[src/verilog/slfc_pkg.sv]
// Purpose: Shared constants and types for the segment panel frame control core
// Assumes: APB slave with 32-bit data, one 50 MHz clock
// Notes: All offsets are byte addresses of aligned words
package slfc_pkg;
    localparam int CLK_HZ = 50000000; // Core clock rate
    // Register byte offsets
    localparam logic [11:0] OFF_CTRL = 12'h000;
    localparam logic [11:0] OFF_DISP = 12'h004;
    localparam logic [11:0] OFF_BLINK_ANIMATION_CONTROL = 12'h00c;
    localparam logic [11:0] OFF_STATUS = 12'h010;
    localparam logic [11:0] OFF_ANIMATION_PATTERN_FIRST = 12'h014;
    localparam logic [11:0] OFF_ANIMATION_PATTERN_SECOND = 12'h018;
    localparam logic [11:0] OFF_IF = 12'h01c;
    localparam logic [11:0] OFF_IFS = 12'h020;
    localparam logic [11:0] OFF_IFC = 12'h024;
    localparam logic [11:0] OFF_IEN = 12'h028;
    localparam logic [11:0] OFF_CLKCFG = 12'h030;
    localparam logic [11:0] OFF_SEGD0 = 12'h040;
    localparam logic [11:0] OFF_COMMON_LEVEL_DATA = 12'h0b4;
    localparam int NUM_SEGD = 4; // Segment data words below the common word
    localparam int PRE_BASE_LOG = 4; // Smallest prescale is divide by 16
    // Update timing selections
    typedef enum logic [1:0] {
        UPD_REGULAR = 2'h0,
        UPD_COUNTER_EVENT = 2'h1,
        UPD_FRAME_ALIGNED = 2'h2,
        UPD_RESERVED = 2'h3
    } slfc_upd_e;
    // Direct level field encoding
    typedef enum logic [1:0] {
        LVL_STATIC = 2'h0,
        LVL_HALF = 2'h1,
        LVL_THIRD = 2'h2,
        LVL_QUARTER = 2'h3
    } slfc_level_e;
    // Control word: [0] enable, [2:1] update timing, [3] direct level
    typedef struct packed {
        logic direct_level_control;
        slfc_upd_e update_timing_select;
        logic enable;
    } slfc_ctrl_s;
    // Display word: [2:0] mux, [4:3] bias, [5] ref, [6] supply, [11:7] contrast
    typedef struct packed {
        logic [4:0] contrast_level;
        logic supply_source_select;
        logic contrast_reference_select;
        logic [1:0] bias;
        logic [2:0] mux;
    } slfc_disp_s;
    // Counter word: [0] enable, [2:1] prescale, [8:3] top
    typedef struct packed {
        logic [5:0] frame_counter_top;
        logic [1:0] frame_counter_prescale;
        logic frame_counter_enable;
    } slfc_blink_animation_control_s;
    // Clock word: [1:0] prescale, [4:2] frame rate divider, [7:5] boost divider
    typedef struct packed {
        logic [2:0] boost_update_divider;
        logic [2:0] frame_rate_divider;
        logic [1:0] panel_prescale;
    } slfc_clkcfg_s;
    localparam logic [11:0] DISP_RESET = 12'hf80; // Maximum contrast
endpackage

[src/verilog/slfc_frame_control.sv]
// Purpose: Frame timing, data update and frame counter of a segment panel driver
// Assumes: low_freq_clock_a is an asynchronous pin sampled on clk_i
// Notes: Driver-side logic runs on enable pulses derived from that pin
//
// The APB slave port and the address map were decided locally.
`timescale 1ns/1ps
`default_nettype none
module slfc_frame_control (
    input wire logic clk_i,
    input wire logic srst_i,
    input wire logic psel_i,
    input wire logic penable_i,
    input wire logic pwrite_i,
    input wire logic [11:0] paddr_i,
    input wire logic [31:0] pwdata_i,
    output logic [31:0] prdata_o,
    output logic pready_o,
    output logic pslverr_o,
    input wire logic low_freq_clock_a,
    output logic contrast_reference_select_o,
    output logic supply_source_select_o,
    output logic [4:0] contrast_level_o,
    output logic boost_update_tick_o,
    output logic driver_tick_o,
    output logic frame_start_o,
    output logic counter_event_o,
    output logic fc_irq_o,
    output logic [127:0] seg_level_o,
    output logic [31:0] common_level_o,
    output logic [7:0] anim_first_o,
    output logic [7:0] anim_second_o,
    output logic [8:0] blink_animation_control_drv_o
);
    // Pow2 minus one mask, used by several dividers
    function automatic logic [6:0] low_mask(input logic [2:0] e);
        low_mask = 7'((8'h01 << e) - 8'h01);
    endfunction

    slfc_pkg::slfc_ctrl_s ctrl; // Control word
    slfc_pkg::slfc_disp_s disp; // Display word
    slfc_pkg::slfc_blink_animation_control_s blink_animation_control; // Counter word, buffered
    slfc_pkg::slfc_clkcfg_s clkcfg; // Clock unit word
    logic [31:0] segd [0:slfc_pkg::NUM_SEGD]; // Buffered data, last is common
    logic [31:0] segd_drv [0:slfc_pkg::NUM_SEGD]; // Driver-side copies
    logic [7:0] animation_pattern_first, animation_pattern_second; // Buffered patterns
    logic fc_flag, fc_ien; // Counter event flag and enable
    logic pending; // Buffered data awaiting transfer
    logic lf_s1, lf_s2, lf_s3; // Pin synchroniser and edge history
    logic lf_tick, pre_tick, drv_tick, frm_tick, fc_evt; // Internal pulses
    logic [6:0] pre_cnt, boost_cnt; // Prescale and boost counters
    logic [2:0] frame_rate_divider_cnt, fcp_cnt; // Driver divider and counter prescale
    logic [3:0] phase_cnt, phase_last; // Position inside a frame
    logic [5:0] fc_cnt; // Frame counter value
    logic xfer; // Transfer strobe to driver side
    logic acc, wr, sync_wr; // Bus strobes
    logic [31:0] next_rdata; // Read mux result
    logic next_err; // Unmapped address

    assign acc = psel_i && penable_i && pready_o;
    assign wr = acc && pwrite_i;
    assign sync_wr = wr && (paddr_i == slfc_pkg::OFF_BLINK_ANIMATION_CONTROL || paddr_i == slfc_pkg::OFF_ANIMATION_PATTERN_FIRST
        || paddr_i == slfc_pkg::OFF_ANIMATION_PATTERN_SECOND || paddr_i == slfc_pkg::OFF_COMMON_LEVEL_DATA
        || (paddr_i >= slfc_pkg::OFF_SEGD0 && paddr_i <= slfc_pkg::OFF_SEGD0 + 12'h00c));

    // Read decode and unmapped detection
    always_comb begin
        next_rdata = 32'h0;
        next_err = 1'b0;
        case (paddr_i)
            slfc_pkg::OFF_CTRL: next_rdata = 32'(ctrl);
            slfc_pkg::OFF_DISP: next_rdata = 32'(disp);
            slfc_pkg::OFF_BLINK_ANIMATION_CONTROL: next_rdata = 32'(blink_animation_control);
            slfc_pkg::OFF_STATUS: next_rdata = {30'h0, ctrl.enable, pending};
            slfc_pkg::OFF_ANIMATION_PATTERN_FIRST: next_rdata = {24'h0, animation_pattern_first};
            slfc_pkg::OFF_ANIMATION_PATTERN_SECOND: next_rdata = {24'h0, animation_pattern_second};
            slfc_pkg::OFF_IF: next_rdata = {31'h0, fc_flag};
            slfc_pkg::OFF_IFS, slfc_pkg::OFF_IFC: next_rdata = 32'h0;
            slfc_pkg::OFF_IEN: next_rdata = {31'h0, fc_ien};
            slfc_pkg::OFF_CLKCFG: next_rdata = 32'(clkcfg);
            slfc_pkg::OFF_COMMON_LEVEL_DATA: next_rdata = segd[slfc_pkg::NUM_SEGD];
            default: begin
                if (paddr_i >= slfc_pkg::OFF_SEGD0 && paddr_i <= slfc_pkg::OFF_SEGD0 + 12'h00c
                    && paddr_i[1:0] == 2'h0) begin
                    next_rdata = segd[paddr_i[3:2]];
                end else begin
                    next_err = 1'b1;
                end
            end
        endcase
    end

    // APB answer: ready in the first access cycle
    always_ff @(posedge clk_i) begin
        if (srst_i) begin
            pready_o <= 1'b0;
            pslverr_o <= 1'b0;
            prdata_o <= 32'h0;
        end else begin
            pready_o <= psel_i && !penable_i;
            if (psel_i && !penable_i) begin
                pslverr_o <= next_err;
                prdata_o <= pwrite_i ? 32'h0 : next_rdata;
            end else if (acc) begin
                pslverr_o <= 1'b0;
            end
        end
    end

    // Plain control words written by software
    always_ff @(posedge clk_i) begin
        if (srst_i) begin
            ctrl <= '0;
            disp <= slfc_pkg::slfc_disp_s'(slfc_pkg::DISP_RESET);
            clkcfg <= '0;
            fc_ien <= 1'b0;
        end else if (wr) begin
            case (paddr_i)
                slfc_pkg::OFF_CTRL: ctrl <= slfc_pkg::slfc_ctrl_s'(pwdata_i[3:0]);
                slfc_pkg::OFF_DISP: disp <= slfc_pkg::slfc_disp_s'(pwdata_i[11:0]);
                slfc_pkg::OFF_CLKCFG: clkcfg <= slfc_pkg::slfc_clkcfg_s'(pwdata_i[7:0]);
                slfc_pkg::OFF_IEN: fc_ien <= pwdata_i[0];
                default: ;
            endcase
        end
    end

    // Buffered words that are synchronised to the driver side
    always_ff @(posedge clk_i) begin
        if (srst_i) begin
            blink_animation_control <= '0;
            animation_pattern_first <= 8'h0;
            animation_pattern_second <= 8'h0;
            for (int i = 0; i <= slfc_pkg::NUM_SEGD; i++) segd[i] <= 32'h0;
        end else if (wr) begin
            if (paddr_i == slfc_pkg::OFF_BLINK_ANIMATION_CONTROL)
                blink_animation_control <= slfc_pkg::slfc_blink_animation_control_s'(pwdata_i[8:0]);
            if (paddr_i == slfc_pkg::OFF_ANIMATION_PATTERN_FIRST) animation_pattern_first <= pwdata_i[7:0];
            if (paddr_i == slfc_pkg::OFF_ANIMATION_PATTERN_SECOND) animation_pattern_second <= pwdata_i[7:0];
            if (paddr_i == slfc_pkg::OFF_COMMON_LEVEL_DATA) segd[slfc_pkg::NUM_SEGD] <= pwdata_i;
            if (paddr_i >= slfc_pkg::OFF_SEGD0 && paddr_i <= slfc_pkg::OFF_SEGD0 + 12'h00c)
                segd[paddr_i[3:2]] <= pwdata_i;
        end
    end

    // Pin synchroniser; the second and third stages feed the edge detect
    always_ff @(posedge clk_i) begin
        if (srst_i) begin
            lf_s1 <= 1'b0;
            lf_s2 <= 1'b0;
            lf_s3 <= 1'b0;
        end else begin
            lf_s1 <= low_freq_clock_a;
            lf_s2 <= lf_s1;
            lf_s3 <= lf_s2;
        end
    end
    assign lf_tick = lf_s2 && !lf_s3;

    // Panel prescaler and driver divider
    assign pre_tick = lf_tick
        && pre_cnt == low_mask(3'(clkcfg.panel_prescale) + 3'(slfc_pkg::PRE_BASE_LOG));
    assign drv_tick = pre_tick && frame_rate_divider_cnt == clkcfg.frame_rate_divider;
    always_ff @(posedge clk_i) begin
        if (srst_i || !ctrl.enable) begin
            pre_cnt <= 7'h0;
            frame_rate_divider_cnt <= 3'h0;
        end else if (lf_tick) begin
            pre_cnt <= pre_tick ? 7'h0 : pre_cnt + 7'h1;
            if (pre_tick) frame_rate_divider_cnt <= drv_tick ? 3'h0 : frame_rate_divider_cnt + 3'h1;
        end
    end

    // Last phase of a frame for each multiplex mode
    always_comb begin
        case (disp.mux)
            3'h0: phase_last = 4'h1;
            3'h1: phase_last = 4'h3;
            3'h2: phase_last = 4'h5;
            3'h3: phase_last = 4'h7;
            3'h4: phase_last = 4'hb;
            default: phase_last = 4'hf;
        endcase
    end
    assign frm_tick = drv_tick && phase_cnt == phase_last;

    // Position inside the frame
    always_ff @(posedge clk_i) begin
        if (srst_i || !ctrl.enable) begin
            phase_cnt <= 4'h0;
        end else if (drv_tick) begin
            phase_cnt <= frm_tick ? 4'h0 : phase_cnt + 4'h1;
        end
    end

    // Frame counter stepped at frame boundaries
    assign fc_evt = frm_tick && blink_animation_control.frame_counter_enable
        && fcp_cnt == 3'(low_mask({1'b0, blink_animation_control.frame_counter_prescale})) && fc_cnt == 6'h0;
    always_ff @(posedge clk_i) begin
        if (srst_i || !blink_animation_control.frame_counter_enable) begin
            fcp_cnt <= 3'h0;
            fc_cnt <= 6'h0;
        end else if (frm_tick) begin
            if (fcp_cnt == 3'(low_mask({1'b0, blink_animation_control.frame_counter_prescale}))) begin
                fcp_cnt <= 3'h0;
                fc_cnt <= (fc_cnt == 6'h0) ? blink_animation_control.frame_counter_top : fc_cnt - 6'h1;
            end else begin
                fcp_cnt <= fcp_cnt + 3'h1;
            end
        end
    end

    // Transfer point chosen by update timing
    always_comb begin
        case (ctrl.update_timing_select)
            slfc_pkg::UPD_REGULAR: xfer = pending && pre_tick;
            slfc_pkg::UPD_COUNTER_EVENT: xfer = pending && fc_evt;
            slfc_pkg::UPD_FRAME_ALIGNED: xfer = pending && frm_tick;
            default: xfer = 1'b0;
        endcase
    end

    // Pending flag: a new write wins over the transfer
    always_ff @(posedge clk_i) begin
        if (srst_i) pending <= 1'b0;
        else if (sync_wr) pending <= 1'b1;
        else if (xfer) pending <= 1'b0;
    end

    // Driver-side copies loaded only at transfer points
    always_ff @(posedge clk_i) begin
        if (srst_i) begin
            for (int i = 0; i <= slfc_pkg::NUM_SEGD; i++) segd_drv[i] <= 32'h0;
            anim_first_o <= 8'h0;
            anim_second_o <= 8'h0;
            blink_animation_control_drv_o <= 9'h0;
        end else if (xfer) begin
            for (int i = 0; i <= slfc_pkg::NUM_SEGD; i++) segd_drv[i] <= segd[i];
            anim_first_o <= animation_pattern_first;
            anim_second_o <= animation_pattern_second;
            blink_animation_control_drv_o <= 9'(blink_animation_control);
        end
    end

    // Line levels: direct fields or the common bias code
    always_ff @(posedge clk_i) begin
        if (srst_i) begin
            seg_level_o <= '0;
            common_level_o <= 32'h0;
        end else if (ctrl.direct_level_control) begin
            seg_level_o <= {segd_drv[3], segd_drv[2], segd_drv[1], segd_drv[0]};
            common_level_o <= segd_drv[slfc_pkg::NUM_SEGD];
        end else begin
            seg_level_o <= {64{disp.bias}};
            common_level_o <= {16{disp.bias}};
        end
    end

    // Event flag with set over clear, and gated request
    always_ff @(posedge clk_i) begin
        if (srst_i) begin
            fc_flag <= 1'b0;
        end else if (fc_evt || (wr && paddr_i == slfc_pkg::OFF_IFS && pwdata_i[0])) begin
            fc_flag <= 1'b1;
        end else if (wr && paddr_i == slfc_pkg::OFF_IFC && pwdata_i[0]) begin
            fc_flag <= 1'b0;
        end
    end

    // Boost update divider on the raw low-frequency edges
    always_ff @(posedge clk_i) begin
        if (srst_i) begin
            boost_cnt <= 7'h0;
        end else if (lf_tick) begin
            boost_cnt <= boost_cnt + 7'h1;
        end
    end

    // Registered outputs
    always_ff @(posedge clk_i) begin
        if (srst_i) begin
            contrast_reference_select_o <= 1'b0;
            supply_source_select_o <= 1'b0;
            contrast_level_o <= 5'h0;
            boost_update_tick_o <= 1'b0;
            driver_tick_o <= 1'b0;
            frame_start_o <= 1'b0;
            counter_event_o <= 1'b0;
            fc_irq_o <= 1'b0;
        end else begin
            contrast_reference_select_o <= disp.contrast_reference_select;
            supply_source_select_o <= disp.supply_source_select;
            contrast_level_o <= disp.contrast_level;
            boost_update_tick_o <= lf_tick
                && (boost_cnt & low_mask(clkcfg.boost_update_divider)) == 7'h0;
            driver_tick_o <= drv_tick;
            frame_start_o <= frm_tick;
            counter_event_o <= fc_evt;
            fc_irq_o <= fc_flag && fc_ien;
        end
    end
endmodule
`default_nettype wire

[config.mk]
export PLATFORM = sky130hd
export DESIGN_NAME = slfc_frame_control
export DESIGN_NICKNAME = d
export VERILOG_FILES = /design/src/verilog/slfc_pkg.sv /design/src/verilog/slfc_frame_control.sv
export SDC_FILE = /design/constraint.sdc
export NUM_CORES = 1
export LEC_CHECK = 0
export BUFFER_PORTS_ARGS = -buffer_cell sky130_fd_sc_hd__buf_2
export CORE_MARGIN = 8
export CORE_UTILIZATION = 60
export CTS_BUF_LIST = sky130_fd_sc_hd__clkbuf_4
export CTS_CLUSTER_DIAMETER = 40
export DETAILED_ROUTE_END_ITERATION = 8
export HOLD_SLACK_MARGIN = 0.06
export PLACE_DENSITY = 0.86
export SLEW_MARGIN = 20
export SYNTH_ARGS = -nofsm -noshare
export SYNTH_HDL_FRONTEND = slang
export SYNTH_SLANG_ARGS = --single-unit
export TNS_END_PERCENT = 10
[constraint.sdc]
create_clock -name clk_i -period 6.19 [get_ports clk_i]
set_clock_uncertainty 0.05 [all_clocks]
set_input_delay 1.238 -clock clk_i [delete_from_list [all_inputs] [get_ports clk_i]]
set_output_delay 1.238 -clock clk_i [all_outputs]
set_load 0.02 [all_outputs]
==> run summary, run 1 <==
The max-capacitance violation count is 0. The overflow left after global routing is 0. The kind of cell with the highest combined delay along the critical path is simple AND/OR/NAND/NOR gates.

Summed over all cells, the static leakage comes to 11.1 nW. The depth of the most critical reg-to-reg path came out at 7. The share of the Yosys chip area taken by registers is 0.641.

The fill cell instance count of the final layout came out at 2776. In this run the worst hold path is classified as reg -> reg. Power spread over the standard cell area amounts to 290 mW/mm².

Yosys mapped a number of flops with a built-in enable equal to 320. In this design, the critical path's most frequently occurring cell is buf_4. The global-route total usage across every layer came out at 0.280. STA classifies the critical path startpoint as a flip-flop. On the worst path, the slowest cell contributes a delay of 0.72 ns.

The headroom to the max-slew limit came out at 0.261. The post-cts repair resize count came out at 0. The die footprint is 0.0482 mm². The overall via count from detail_route came out at 17800. At the pin with the least slew margin, the transition time is 1.10 ns. The hold buffer count at CTS is 0. OpenSTA, run right after detailed placement, puts the worst setup slack at 1.62 ns. The worst hold slack after final layout is 0.401 ns. The register bit count reported by yosys is 636. The number of setup buffers added after CTS is 0.

For this run, the post-layout net count is 2463. The number of synthesis warnings came out at 0. The residual antenna-violating net count after detailed routing is 0.

The clock transition time at the flip-flop clock pins of the worst setup and hold paths is 0.06 ns. The number of ports placed on the die boundary is 281. The maximum buffer depth of the clock tree came out at 3.

STA classifies the critical path endpoint as a flip-flop. The number of pins exceeding their max-slew limit in the final report is 0. The final-report hold violation count came out at 0. When the netlist entered floorplanning its net count stood at 2160. The via count normalized by instance count came out at 5.81. The synthesized area per cell came out at 11.8 µm².

In this run the number of H-tree levels came out at 4. The die is 220 µm tall. The data arrival time of the critical path came out at 4.59 ns. The mapped cell area is 0.0249 mm². The number of global-route vias before repair is 17400. Dividing the detail-routed wire length by the instance count gives 22.5 µm. The most used flip-flop cell after synthesis is edfxtp_1. The first-pass detailed-route iteration total is 5. The summed negative setup slack over all endpoints is 0 ns.

Setup slack on the critical path of the routed design comes to 2.01 ns. Including well taps, the total number of placed cells is 2776. The share of layout cells above drive strength 1 is 0.246. The clock latency on the worst-skew pair is 0.86 ns. The time the final worst path needs with I/O delays and setup came out at 4.18 ns. The worst hold path stage count is 1. Entering global routing, the biggest net connects 161 pins. In this run the tool buffered the top-level ports with 280 buffer cells. The clock net sink count is 636. Synthesis produced a netlist whose cell count is 2100. The fraction of synthesis flops using an asynchronous set or reset pin came out at 0.

The critical path runs through a total of 7 cells. TritonCTS built the clock tree. The run finished with clean final reports. The core footprint came out at 0.0409 mm². Tracing the worst setup path back leads to its startpoint at fc_cnt[5]$_SDFFE_PP0P_. The starting utilization of the core area came out at 0.608. The row count is 74. The number of design-rule violations left by the first detailed-router iteration is 1934. The tree is rooted in a clkbuf_4. The first global-routing pass estimated 103000 µm of wire. The maximum frequency from static timing analysis is 0.239 GHz.

Counting both buffers and inverters, the worst setup path holds a total of 2. The startpoint identified for the worst hold timing path is lf_s1$_SDFF_PP0_. The total clock buffers created by CTS is 156.

The horizontal die dimension is 220 µm. Across the VDD grid, the largest voltage drop is 0.000170 V. The critical path required time is 6.60 ns. Routability-driven placement finished with a final weighted congestion of 0.953. After detailed routing, the number of remaining DRC violations is 0. The total of endpoints with negative setup slack in the final report came out at 0. Traced cell by cell, the critical path runs through nor4_1, and2_0, o2111ai_2, a2111oi_4, buf_4, or2_4, buf_4. The critical-path maximum fanout is 60.

The total wire length is 68700 µm. Setup repair after global routing left no endpoint under its margin. Across the whole layout, storage elements account for 0.0159 mm². The number of antenna violations at the first check in global routing came out at 6.

The worst register-to-register path begins at fc_cnt[5]$_SDFFE_PP0P_. The critical path class is reg -> reg. The netlist uses 73 different library cells. The placed wire-length estimate after detailed placement came out at 47000 µm. The area taken by multi-input logic gates is 0.00828 mm². The final standard cell count with taps included and fillers excluded came out at 3058. The post-route total power came out at 8.30 mW. Among all stages on the critical path, the largest delay is contributed by buf_4. The share of the clock period used by the worst path after layout came out at 0.675. The area added between synthesis and finish came out at 14.9%.
==> final timing paths <==
path	slack [ns]	to
max	2.01	segd_drv[0][113]$_SDFFCE_PN0P_
min	0.40	lf_s2$_SDFF_PP0_
max reg2reg	2.01	segd_drv[0][113]$_SDFFCE_PN0P_
min reg2reg	0.40	lf_s2$_SDFF_PP0_
==> power by group <==
group	internal (mW)	switching, mW
Sequential	4.50	0.0454
Combinational	0.0602	0.169
Clock	1.89	1.63
==> metal layers <==
| metal | GRT usage | vias up | routed length, µm |
|---|---|---|---|
| met5 | 0 | - | 23 |
| met4 | 0.0950 | 4 | 1730 |
| met3 | 0.0827 | 137 | 7530 |
| met2 | 0.446 | 1030 | 32500 |
| met1 | 0.364 | 8504 | 27000 |
| li1 | - | 8089 | - |
==> through the flow <==
step / utilization / cell area, µm²
2_1_floorplan: - / 24900
5_1_grt: 0.698 / 28600
3_3_place_gp: 0.648 / 26500
4_1_cts: 0.698 / 28600
3_5_place_dp: 0.648 / 26500
6_report: 0.699 / 28600
==> cells in the mapped netlist, types with 5 or more instances <==
master,count,area share
a21oi_1,213,0.043
a22o_1,8,0.0028
a22oi_1,32,0.0097
a31oi_1,5,0.0013
a32o_1,28,0.011
and2_1,323,0.081
and3_1,7,0.0018
buf_1,5,0.00075
buf_2,7,0.0014
buf_6,11,0.0050
clkbuf_1,132,0.020
dfxtp_1,316,0.25
edfxtp_1,320,0.39
ha_1,10,0.0050
inv_1,9,0.0014
mux2i_1,57,0.023
mux4_2,32,0.029
nand2_1,237,0.036
nand2b_1,63,0.016
nand3_1,12,0.0024
nand3b_1,8,0.0024
nand4_1,16,0.0040
nor2_1,79,0.012
nor2b_1,18,0.0045
nor3_1,11,0.0022
nor4_1,7,0.0018
o211ai_1,5,0.0015
o21ai_0,27,0.0054
or2_2,8,0.0020
or3_1,8,0.0020
or4_1,5,0.0015
xor2_1,10,0.0035
==> final cells by class <==
cell class | count | share of cell area
clock buffer | 227 | 0.0596
antenna | 7 | 0.000613
clock inverter | 47 | 0.0116
multi-input combinational | 1294 | 0.290
timing repair buffer | 306 | 0.0566
inverter | 9 | 0.00118
tap | 532 | 0.0233
sequential | 636 | 0.557
==> sequential cells by signal, summed over array words and instances (netlist names), 8 cells and up <==
| name | count |
|---|---|
| anim_first_o | 8 |
| prdata_o | 32 |
| anim_second_o | 8 |
| segd_drv | 160 |
| animation_pattern_first | 8 |
| blink_animation_control | 9 |
| clkcfg | 8 |
| seg_level_o | 128 |
| disp | 12 |
| segd | 160 |
| blink_animation_control_drv_o | 9 |
| common_level_o | 32 |
| animation_pattern_second | 8 |
==> layout by cell type, fill, tap and decap left out, types with 6 or more instances in the layout <==
master / n
a32o_1: 28
a22o_1: 8
buf_2: 279
nor2_1: 74
clkbuf_4: 227
nor4_1: 6
nand2b_1: 61
or2_2: 7
o21ai_0: 27
and2_1: 323
edfxtp_1: 320
ha_1: 10
or3_1: 8
buf_4: 25
diode_2: 7
nor2b_1: 18
mux4_2: 32
dfxtp_1: 315
nand3b_1: 8
nor3_1: 8
a22oi_1: 32
xor2_1: 10
mux2i_1: 57
clkinv_1: 30
a21oi_1: 213
nand4_1: 16
clkinv_2: 7
nand3_1: 12
nand2_1: 237
and3_1: 7
inv_1: 9
==> kinds of logic (layout without fill, tap and decap cells) <==
family | count (synthesis) | count (layout) | synth area share
and+or+nand+nor | 822 | 822 | 0.177
DFF | 636 | 636 | 0.641
AOI/OAI and AO/OA | 356 | 356 | 0.0895
buffers and inverters | 170 | 589 | 0.0299
muxes | 92 | 92 | 0.0533
xor gates and xnor gates | 14 | 14 | 0.00493
adders and majority gates | 10 | 10 | 0.00503
other | 0 | 7 | 0
(Power assumes the default switching activity.)
==> run 2, diff against run 1 <==
--- a/config.mk
+++ b/config.mk
@@ -5,14 +5,15 @@
 export SDC_FILE = /design/constraint.sdc
 export NUM_CORES = 1
 export LEC_CHECK = 0
+export ABC_AREA = 1
 export BUFFER_PORTS_ARGS = -buffer_cell sky130_fd_sc_hd__buf_2
 export CORE_MARGIN = 8
-export CORE_UTILIZATION = 60
+export CORE_UTILIZATION = 55
 export CTS_BUF_LIST = sky130_fd_sc_hd__clkbuf_4
 export CTS_CLUSTER_DIAMETER = 40
 export DETAILED_ROUTE_END_ITERATION = 8
 export HOLD_SLACK_MARGIN = 0.06
-export PLACE_DENSITY = 0.86
+export PLACE_DENSITY = 0.83
 export SLEW_MARGIN = 20
 export SYNTH_ARGS = -nofsm -noshare
 export SYNTH_HDL_FRONTEND = slang
==> constraint.sdc (replaced) <==
create_clock -name clk_i -period 3.52 [get_ports clk_i]
set_clock_uncertainty 0.05 [all_clocks]
set_input_delay 0.704 -clock clk_i [delete_from_list [all_inputs] [get_ports clk_i]]
set_output_delay 0.704 -clock clk_i [all_outputs]
set_load 0.02 [all_outputs]
==> run summary, run 2 <==
The run finished with clean final reports. The final instance area is 0.0290 mm² (+1.4%). The placed wire-length estimate after detailed placement is 49500 µm (+5.3%). The number of antenna violations at the first check in global routing came to 5 (-1). The measured slew at the worst slew-check pin is 1.01 ns (-0.0927 ns). The post-layout net count is 2947 (+20%).

Summed over all instances, the cell type with the most area after synthesis is edfxtp_1. The total power per unit cell area came out at 510 mW/mm² (+76%). The die footprint came to 0.0516 mm² (+6.9%). The net count of the mapped netlist came out at 2569 (+19%). The number of pins exceeding their max-slew limit in the final report is 0 (unchanged). The starting utilization of the core area is 0.555 (-0.0526). Sorting the synthesized cells by how often they occur yields nand2_1 (389), nor2_1 (324), edfxtp_1 (320). The count of unique library cells instantiated by Yosys is 41 (-44%). The share of the clock period used by the worst path after layout is 0.848 (+0.172).

The area added between synthesis and finish is 18.4%. The maximum frequency from static timing analysis is 0.335 GHz (+40%). The number of synthesis warnings is 0 (unchanged). The average wire per cell in the routed design is 19.9 µm (-12%).

The largest registers in the layout are segd (160), segd_drv (160), seg_level_o (128). The time the final worst path needs with I/O delays and setup is 2.98 ns (-1.20 ns). The most instantiated flip-flop cell in the synthesis netlist is edfxtp_1. The cell area after placement came to 0.0265 mm² (about the same). The die outline height is 227 µm (+3.4%). The residual antenna-violating net count after detailed routing came out at 0 (unchanged). The maximum buffer depth of the clock tree is 3 (unchanged). The first-pass detailed-route iteration total is 6 (+1).

In the post-synthesis netlist, the cell with the most instances is nand2_1. The overflow left after global routing came out at 0 (unchanged). The fraction of synthesis flops using an asynchronous set or reset pin came out at 0 (unchanged). The final standard cell count with taps included and fillers excluded is 3617 (+18%). The mapped cell area is 0.0245 mm² (-1.5%). Ranked by total cell area, the synthesized netlist is headed by edfxtp_1 (39%), dfxtp_1 (26%), nand2_1 (6.0%).

The number of global-route vias before repair is 19800 (+14%). The library cell used most frequently in the layout, excluding fill and tap cells, is nand2_1. The first-pass GRT wire length came out at 109000 µm (+5.7%). The type of the tightest min-delay check is in -> reg. The synthesized area per cell came out at 9.76 µm² (-18%). Setup repair after global routing left no endpoint under its margin. The weighted congestion at the end of routability-driven global placement is 1.01 (+5.6%). The count of buffers from port buffering came out at 280 (unchanged). The summed negative setup slack over all endpoints is 0 ns (unchanged). The overall via count from detail_route came out at 19900 (+12%).

The depth of the most critical reg-to-reg path came to 12 (+5). The register bit count reported by yosys came to 636 (unchanged). The largest net degree at the start of global routing is 117 (-27%). The data arrival time of the critical path was 3.70 ns (-0.89 ns). The horizontal die dimension is 227 µm (+3.4%). The row count came out at 77 (+4.1%). The maximum ir drop on the vdd rail came out at 0.000248 V (+46%). The final-report hold violation count came to 0 (unchanged). The sequential-to-total area share from yosys stat is 0.650 (+0.00981). The number of enable flip-flop cells after synthesis was 320 (unchanged). The clock latency on the worst-skew pair was 1.01 ns (+0.15 ns). The static leakage came out at 12.1 nW (+9.1%). The total DRC errors in the routed layout was 0 (unchanged). The critical path required time came out at 4.23 ns (-2.37 ns).

The startpoint type of the worst setup path is a flip-flop. The post-cts repair resize count is 0 (unchanged). The clock root buffer master is clkbuf_4.

The post-placement cell count is 3287 (+18%). The via count normalized by instance count came to 5.50 (-5.3%). The number of setup buffers added after CTS came out at 0 (unchanged). The area share of the largest cell type after synthesis is 0.392 (+0.00592). The critical path class is reg -> reg. The worst hold path stage count came out at 3 (+2).

The fill cell instance count of the final layout came to 3469 (+25%). The clock net sink count came out at 636 (unchanged). The core footprint is 0.0441 mm² (+7.8%). The critical-path maximum fanout is 19 (-68%). The share of layout cells above drive strength 1 was 0.241 (-0.00459). The global-route total usage across every layer came to 0.275 (-0.00434). The number of ports placed on the die boundary came out at 281 (unchanged). The total clock buffers created by CTS came out at 160 (+2.6%). The number of H-tree levels came out at 4 (unchanged).

The gate count of the mapped netlist came out at 2509 (+19%). The headroom to the max-slew limit is 0.329 (+0.0673). STA classifies the critical path endpoint as a flip-flop. The clock transition time at the flip-flop clock pins of the worst setup and hold paths is 0.07 ns (about the same). The max-capacitance violation count came out at 0 (unchanged). The total wire length is 71800 µm (+4.5%). The TritonCTS clock tree is built. The library cells used most frequently in the layout, excluding fill and tap cells, are nand2_1 (380), nor2_1 (322), edfxtp_1 (320). The total of endpoints with negative setup slack in the final report came out at 0 (unchanged). The number of design-rule violations left by the first detailed-router iteration came out at 2309 (+19%).
## run 2: cell count changes after synthesis, sizes merged, moves of 32 or more
cell	previous run	this run
a22oi	32	0
and2	324	0
inv	9	305
mux2i	57	1
mux4	32	0
nand2	237	391
nand2b	63	0
nand3	12	62
nor2	79	428
o21ai	28	124
o22ai	2	69
## run 2: through the flow
step | setup WS, ns | hold WS, ns | util | power [mW]
after floorplan | 0.155 | 0.338 | - | 8.29
after global placement | 0.400 | 0.340 | 0.602 | 8.48
after detailed placement | 0.386 | 0.356 | 0.602 | 8.50
after CTS | 0.533 | 0.0627 | 0.657 | 14.9
after global routing | 0.315 | 0.0571 | 0.657 | 15.3
final | 0.535 | 0.121 | 0.657 | 14.8
## run 2: worst max-delay path, stage by stage, from the launching register on
cell and delay (ns):
dfxtp_1 0.39, ha_1 0.20, nand3_1 0.12, nor2_1 0.15
nand2_1 0.07, nor2_1 0.23, nand3_1 0.33, nor2_1 0.17
nor2_1 0.07, nand2_2 0.12, nand3_4 0.28, buf_4 0.31
nor2_1 0.25
## run 2: area by class of cell
| class | count | area, µm² | area share |
|---|---|---|---|
| sequential | 636 | 15900 | 0.550 |
| timing repair buffer | 356 | 2160 | 0.0744 |
| multi-input combinational | 1427 | 6860 | 0.237 |
| tap | 592 | 741 | 0.0255 |
| clock buffer | 264 | 1980 | 0.0683 |
| antenna | 6 | 15.0 | 0.000518 |
| clock inverter | 30 | 160 | 0.00552 |
| inverter | 306 | 1150 | 0.0396 |
## run 2: worst paths after layout
check / slack (ns) / to / from
setup reg to reg: 0.54 / segd_drv[0][0]$_SDFFCE_PN0P_ / pre_cnt[0]$_SDFFE_PP0P_
setup / recovery: 0.54 / segd_drv[0][0]$_SDFFCE_PN0P_ / pre_cnt[0]$_SDFFE_PP0P_
hold / removal: 0.12 / segd[2][16]$_SDFFCE_PN0P_ / pwdata_i[16]
hold reg to reg: 0.35 / lf_s2$_SDFF_PP0_ / lf_s1$_SDFF_PP0_
## run 2: logic make-up after synthesis
kind of cell / count (synthesis) / share of synthesized area
AO/OA/AOI/OAI: 464 / 0.102
XOR/XNOR: 5 / 0.00179
adder cells (fa/ha/maj): 10 / 0.00511
buffers and inverters: 446 / 0.0719
flip-flops: 636 / 0.650
multiplexers: 1 / 0.000409
AND/OR/NAND/NOR: 947 / 0.168
## run 2: per-layer routing
layer,track usage,part of all wire,vias up
met5,0,0,-
met4,0.142,0.046,0
met3,0.0707,0.10,213
met2,0.451,0.48,1184
met1,0.336,0.37,9383
li1,-,-,9128
## run 2: report_power, final
| part | internal (mW) | switching, mW |
|---|---|---|
| Combinational | 0.109 | 0.351 |
| Clock | 3.46 | 2.95 |
| Sequential | 7.87 | 0.0457 |
| Total | 11.4 | 3.35 |
## run 2: repair_timing
item,CTS,global route
setup endpoints to repair,0,0
hold buffers,30,0
endpoints found under the hold margin,116,0
==> run 3, diff against run 2 <==
--- a/config.mk
+++ b/config.mk
@@ -5,15 +5,15 @@
 export SDC_FILE = /design/constraint.sdc
 export NUM_CORES = 1
 export LEC_CHECK = 0
-export ABC_AREA = 1
+export ABC_AREA = 0
 export BUFFER_PORTS_ARGS = -buffer_cell sky130_fd_sc_hd__buf_2
 export CORE_MARGIN = 8
-export CORE_UTILIZATION = 55
+export CORE_UTILIZATION = 60
 export CTS_BUF_LIST = sky130_fd_sc_hd__clkbuf_4
 export CTS_CLUSTER_DIAMETER = 40
 export DETAILED_ROUTE_END_ITERATION = 8
 export HOLD_SLACK_MARGIN = 0.06
-export PLACE_DENSITY = 0.83
+export PLACE_DENSITY = 0.86
 export SLEW_MARGIN = 20
 export SYNTH_ARGS = -nofsm -noshare
 export SYNTH_HDL_FRONTEND = slang
==> constraint.sdc (replaced) <==
create_clock -name clk_i -period 3.05 [get_ports clk_i]
set_clock_uncertainty 0.05 [all_clocks]
set_input_delay 0.61 -clock clk_i [delete_from_list [all_inputs] [get_ports clk_i]]
set_output_delay 0.61 -clock clk_i [all_outputs]
set_load 0.02 [all_outputs]
==> run summary, run 3 (synthesis gave the netlist of run 1 again) <==
The flow ran to the end, and the final reports show no timing, DRC or antenna violations. The average wire per cell in the routed design came out at 22.6 µm (+14%). The share of the clock period used by the worst path after layout came out at 0.952 (+0.104).

The core footprint came out at 0.0409 mm² (-7.3%). Clock tree synthesis selected as its root buffer the cell clkbuf_4. The headroom to the max-slew limit came out at 0.461 (+0.133).

Leaving out fill and tap cells, the most frequent cell in the layout is and2_1. The area added between synthesis and finish is 18.7%. The via count normalized by instance count came out at 5.87 (+6.7%). The highest cell delay on the worst timing path came out at 0.56 ns (+0.17 ns).

The final-report hold violation count came out at 0 (unchanged). The number of H-tree levels was 4 (unchanged). The placed wire-length estimate after detailed placement is 47500 µm (-4.0%). TritonCTS built the clock tree.

The worst register-to-register path begins at fcp_cnt[0]$_SDFFE_PP0N_. The overall via count from detail_route came out at 18600 (-6.8%). The min-delay analysis places its worst path in the category in -> reg.

The measured slew at the worst slew-check pin came out at 0.808 ns (-0.199 ns). The die outline height came out at 220 µm (-3.3%). The number of antenna violations at the first check in global routing came out at 7 (+2).

The post-route total power is 16.7 mW (+13%). The first-pass detailed-route iteration total came to 6 (unchanged). The weighted congestion at the end of routability-driven global placement is 0.968 (-3.8%).

The slowest stage of the critical path belongs to the cell or4_1. The pre-CTS setup slack was 0.173 ns (-0.213 ns). The startpoint identified for the worst hold timing path is pwdata_i[1]. The total of endpoints with negative setup slack in the final report is 0 (unchanged). The depth of the most critical reg-to-reg path came out at 7 (-5). The worst setup path is launched from a flip-flop.

Setup repair after global routing left no endpoint under its margin. The post-layout utilization of the core came to 0.722 (+0.0644). The largest registers in the layout are segd (160), segd_drv (160), seg_level_o (128). The maximum buffer depth of the clock tree came out at 3 (unchanged). The summed negative setup slack over all endpoints came out at 0 ns (unchanged). The post-layout worst setup margin is 0.146 ns (-0.389 ns).

The row count came out at 74 (-3.9%). The total wire length came out at 71400 µm (-0.54%). The number of ports placed on the die boundary came out at 281 (unchanged). The global-route total usage across every layer was 0.291 (+0.0156). The worst setup slack for register-to-register paths came out at 0.15 ns (-0.39 ns). The clock transition time at the flip-flop clock pins of the worst setup and hold paths came out at 0.07 ns (about the same). The first-pass GRT wire length was 107000 µm (-1.2%). The worst setup path is of the reg -> reg kind. The path with the worst hold slack has its endpoint at disp[1]$_SDFFE_PP0P_. The post-layout net count was 2556 (-13%). The final instance area is 0.0295 mm² (+1.8%). The total power per unit cell area is 564 mW/mm² (+11%). The number of pins exceeding their max-slew limit in the final report came to 0 (unchanged). The overflow left after global routing came to 0 (unchanged). The type of element capturing the critical path is a flip-flop.

The critical path required time was 3.56 ns (-0.67 ns). The time the final worst path needs with I/O delays and setup came out at 2.90 ns (-0.0806 ns). The horizontal die dimension is 220 µm (-3.3%). The critical-path maximum fanout is 20 (+1). The clock latency on the worst-skew pair came out at 0.89 ns (-0.12 ns). The cell area after placement came out at 0.0272 mm² (+2.5%). In this run the critical register-to-register path is captured at segd_drv[0][159]$_SDFFCE_PN0P_. The post-placement cell count came out at 2837 (-14%).

The residual antenna-violating net count after detailed routing came out at 0 (unchanged). The count of buffers from port buffering came out at 280 (unchanged). The number of design-rule violations left by the first detailed-router iteration was 2157 (-6.6%). The post-cts repair resize count came to 0 (unchanged). The die footprint came to 0.0482 mm² (-6.4%). The worst path buffer plus inverter count came out at 2 (+1). The total clock buffers created by CTS came out at 154 (-3.8%).

The total DRC errors in the routed layout is 0 (unchanged). The largest net degree at the start of global routing was 128 (+9.4%). The maximum frequency from static timing analysis is 0.344 GHz (+2.8%). The worst hold path stage count came out at 3 (unchanged). The static leakage is 11.5 nW (-4.5%). The final standard cell count with taps included and fillers excluded came out at 3160 (-13%). The max-capacitance violation count came to 0 (unchanged). The total stage count of the critical path is 7 (-5).

In this design, the largest share of critical-path delay is due to compound AO/OA/AOI/OAI gates. The number of global-route vias before repair is 18400 (-7.1%). The critical path goes through or4_1, o22ai_2, o2111ai_2, a2111oi_4, or2_4, buf_12, buf_4.

In the layout the commonest cells are and2_1 (323), edfxtp_1 (320), dfxtp_1 (314). The number of setup buffers added after CTS is 0 (unchanged). The starting utilization of the core area was 0.608 (+0.0526). The share of layout cells above drive strength 1 is 0.259 (+0.0181). The maximum ir drop on the vdd rail was 0.000323 V (+30%). The worst hold slack after final layout is 0.159 ns (+0.0381 ns). The data arrival time of the critical path is 3.41 ns (-0.29 ns). The clock net sink count came out at 636 (unchanged).
run 3: cell count changes in the layout (fill, tap and decap cells not counted), sizes merged, moves of 41 or more:
| cell | before | now |
|---|---|---|
| o22ai | 69 | 2 |
| mux2i | 1 | 57 |
| inv | 308 | 13 |
| o21ai | 124 | 28 |
| nor2 | 428 | 79 |
| nand3 | 62 | 12 |
| nand2 | 391 | 237 |
| clkbuf | 264 | 223 |
| nand2b | 0 | 63 |
| buf | 326 | 367 |
| and2 | 0 | 324 |
run 3: worst min-delay path: cells and delay by family:
kind,cells,cell delay (ns)
and+or+nand+nor,1,0.11
AOI/OAI and AO/OA,1,0.05
buffers and inverters,1,0.24
run 3: layer usage:
layer	up-vias	wire length (µm)	global-route usage
met1	8931	27700	0.376
met4	4	2660	0.135
met5	-	27	0
met2	1146	33300	0.460
met3	189	7750	0.0738
li1	8293	-	-
run 3: worst max path at each step:
stage | from | slack [ns] | endpoint
after floorplan | blink_animation_control[2]$_SDFFE_PP0P_ | -0.48 | segd_drv[0][0]$_SDFFCE_PN0P_
after global placement | paddr_i[10] | 0.25 | segd[3][8]$_SDFFCE_PN0P_
after detailed placement | paddr_i[10] | 0.17 | segd[3][9]$_SDFFCE_PN0P_
after CTS | fcp_cnt[0]$_SDFFE_PP0N_ | 0.15 | segd_drv[0][100]$_SDFFCE_PN0P_
after global routing | fcp_cnt[0]$_SDFFE_PP0N_ | 0.03 | segd_drv[0][38]$_SDFFCE_PN0P_
final | fcp_cnt[0]$_SDFFE_PP0N_ | 0.15 | segd_drv[0][159]$_SDFFCE_PN0P_
run 3: what timing repair did:
action	in CTS	in global routing
hold buffers	34	0
endpoints found under the setup margin	0	0
endpoints found under the hold margin	148	0
run 3: layout make-up:
type                    instances  area (µm²)
inverters                       9        33.8
multi-input cells            1294        8280
repair buffers                401        2640
clock inverters                60         289
fillers                      2616       11400
clock buffers                 223        1670
flip-flops and latches        636       15900
diodes                          5        12.5
well taps                     532         666
run 3: power by group:
group	internal (mW)	switching, mW
sequential	9.12	0.0914
clock	3.48	3.40
combinational	0.197	0.370
total	12.8	3.86
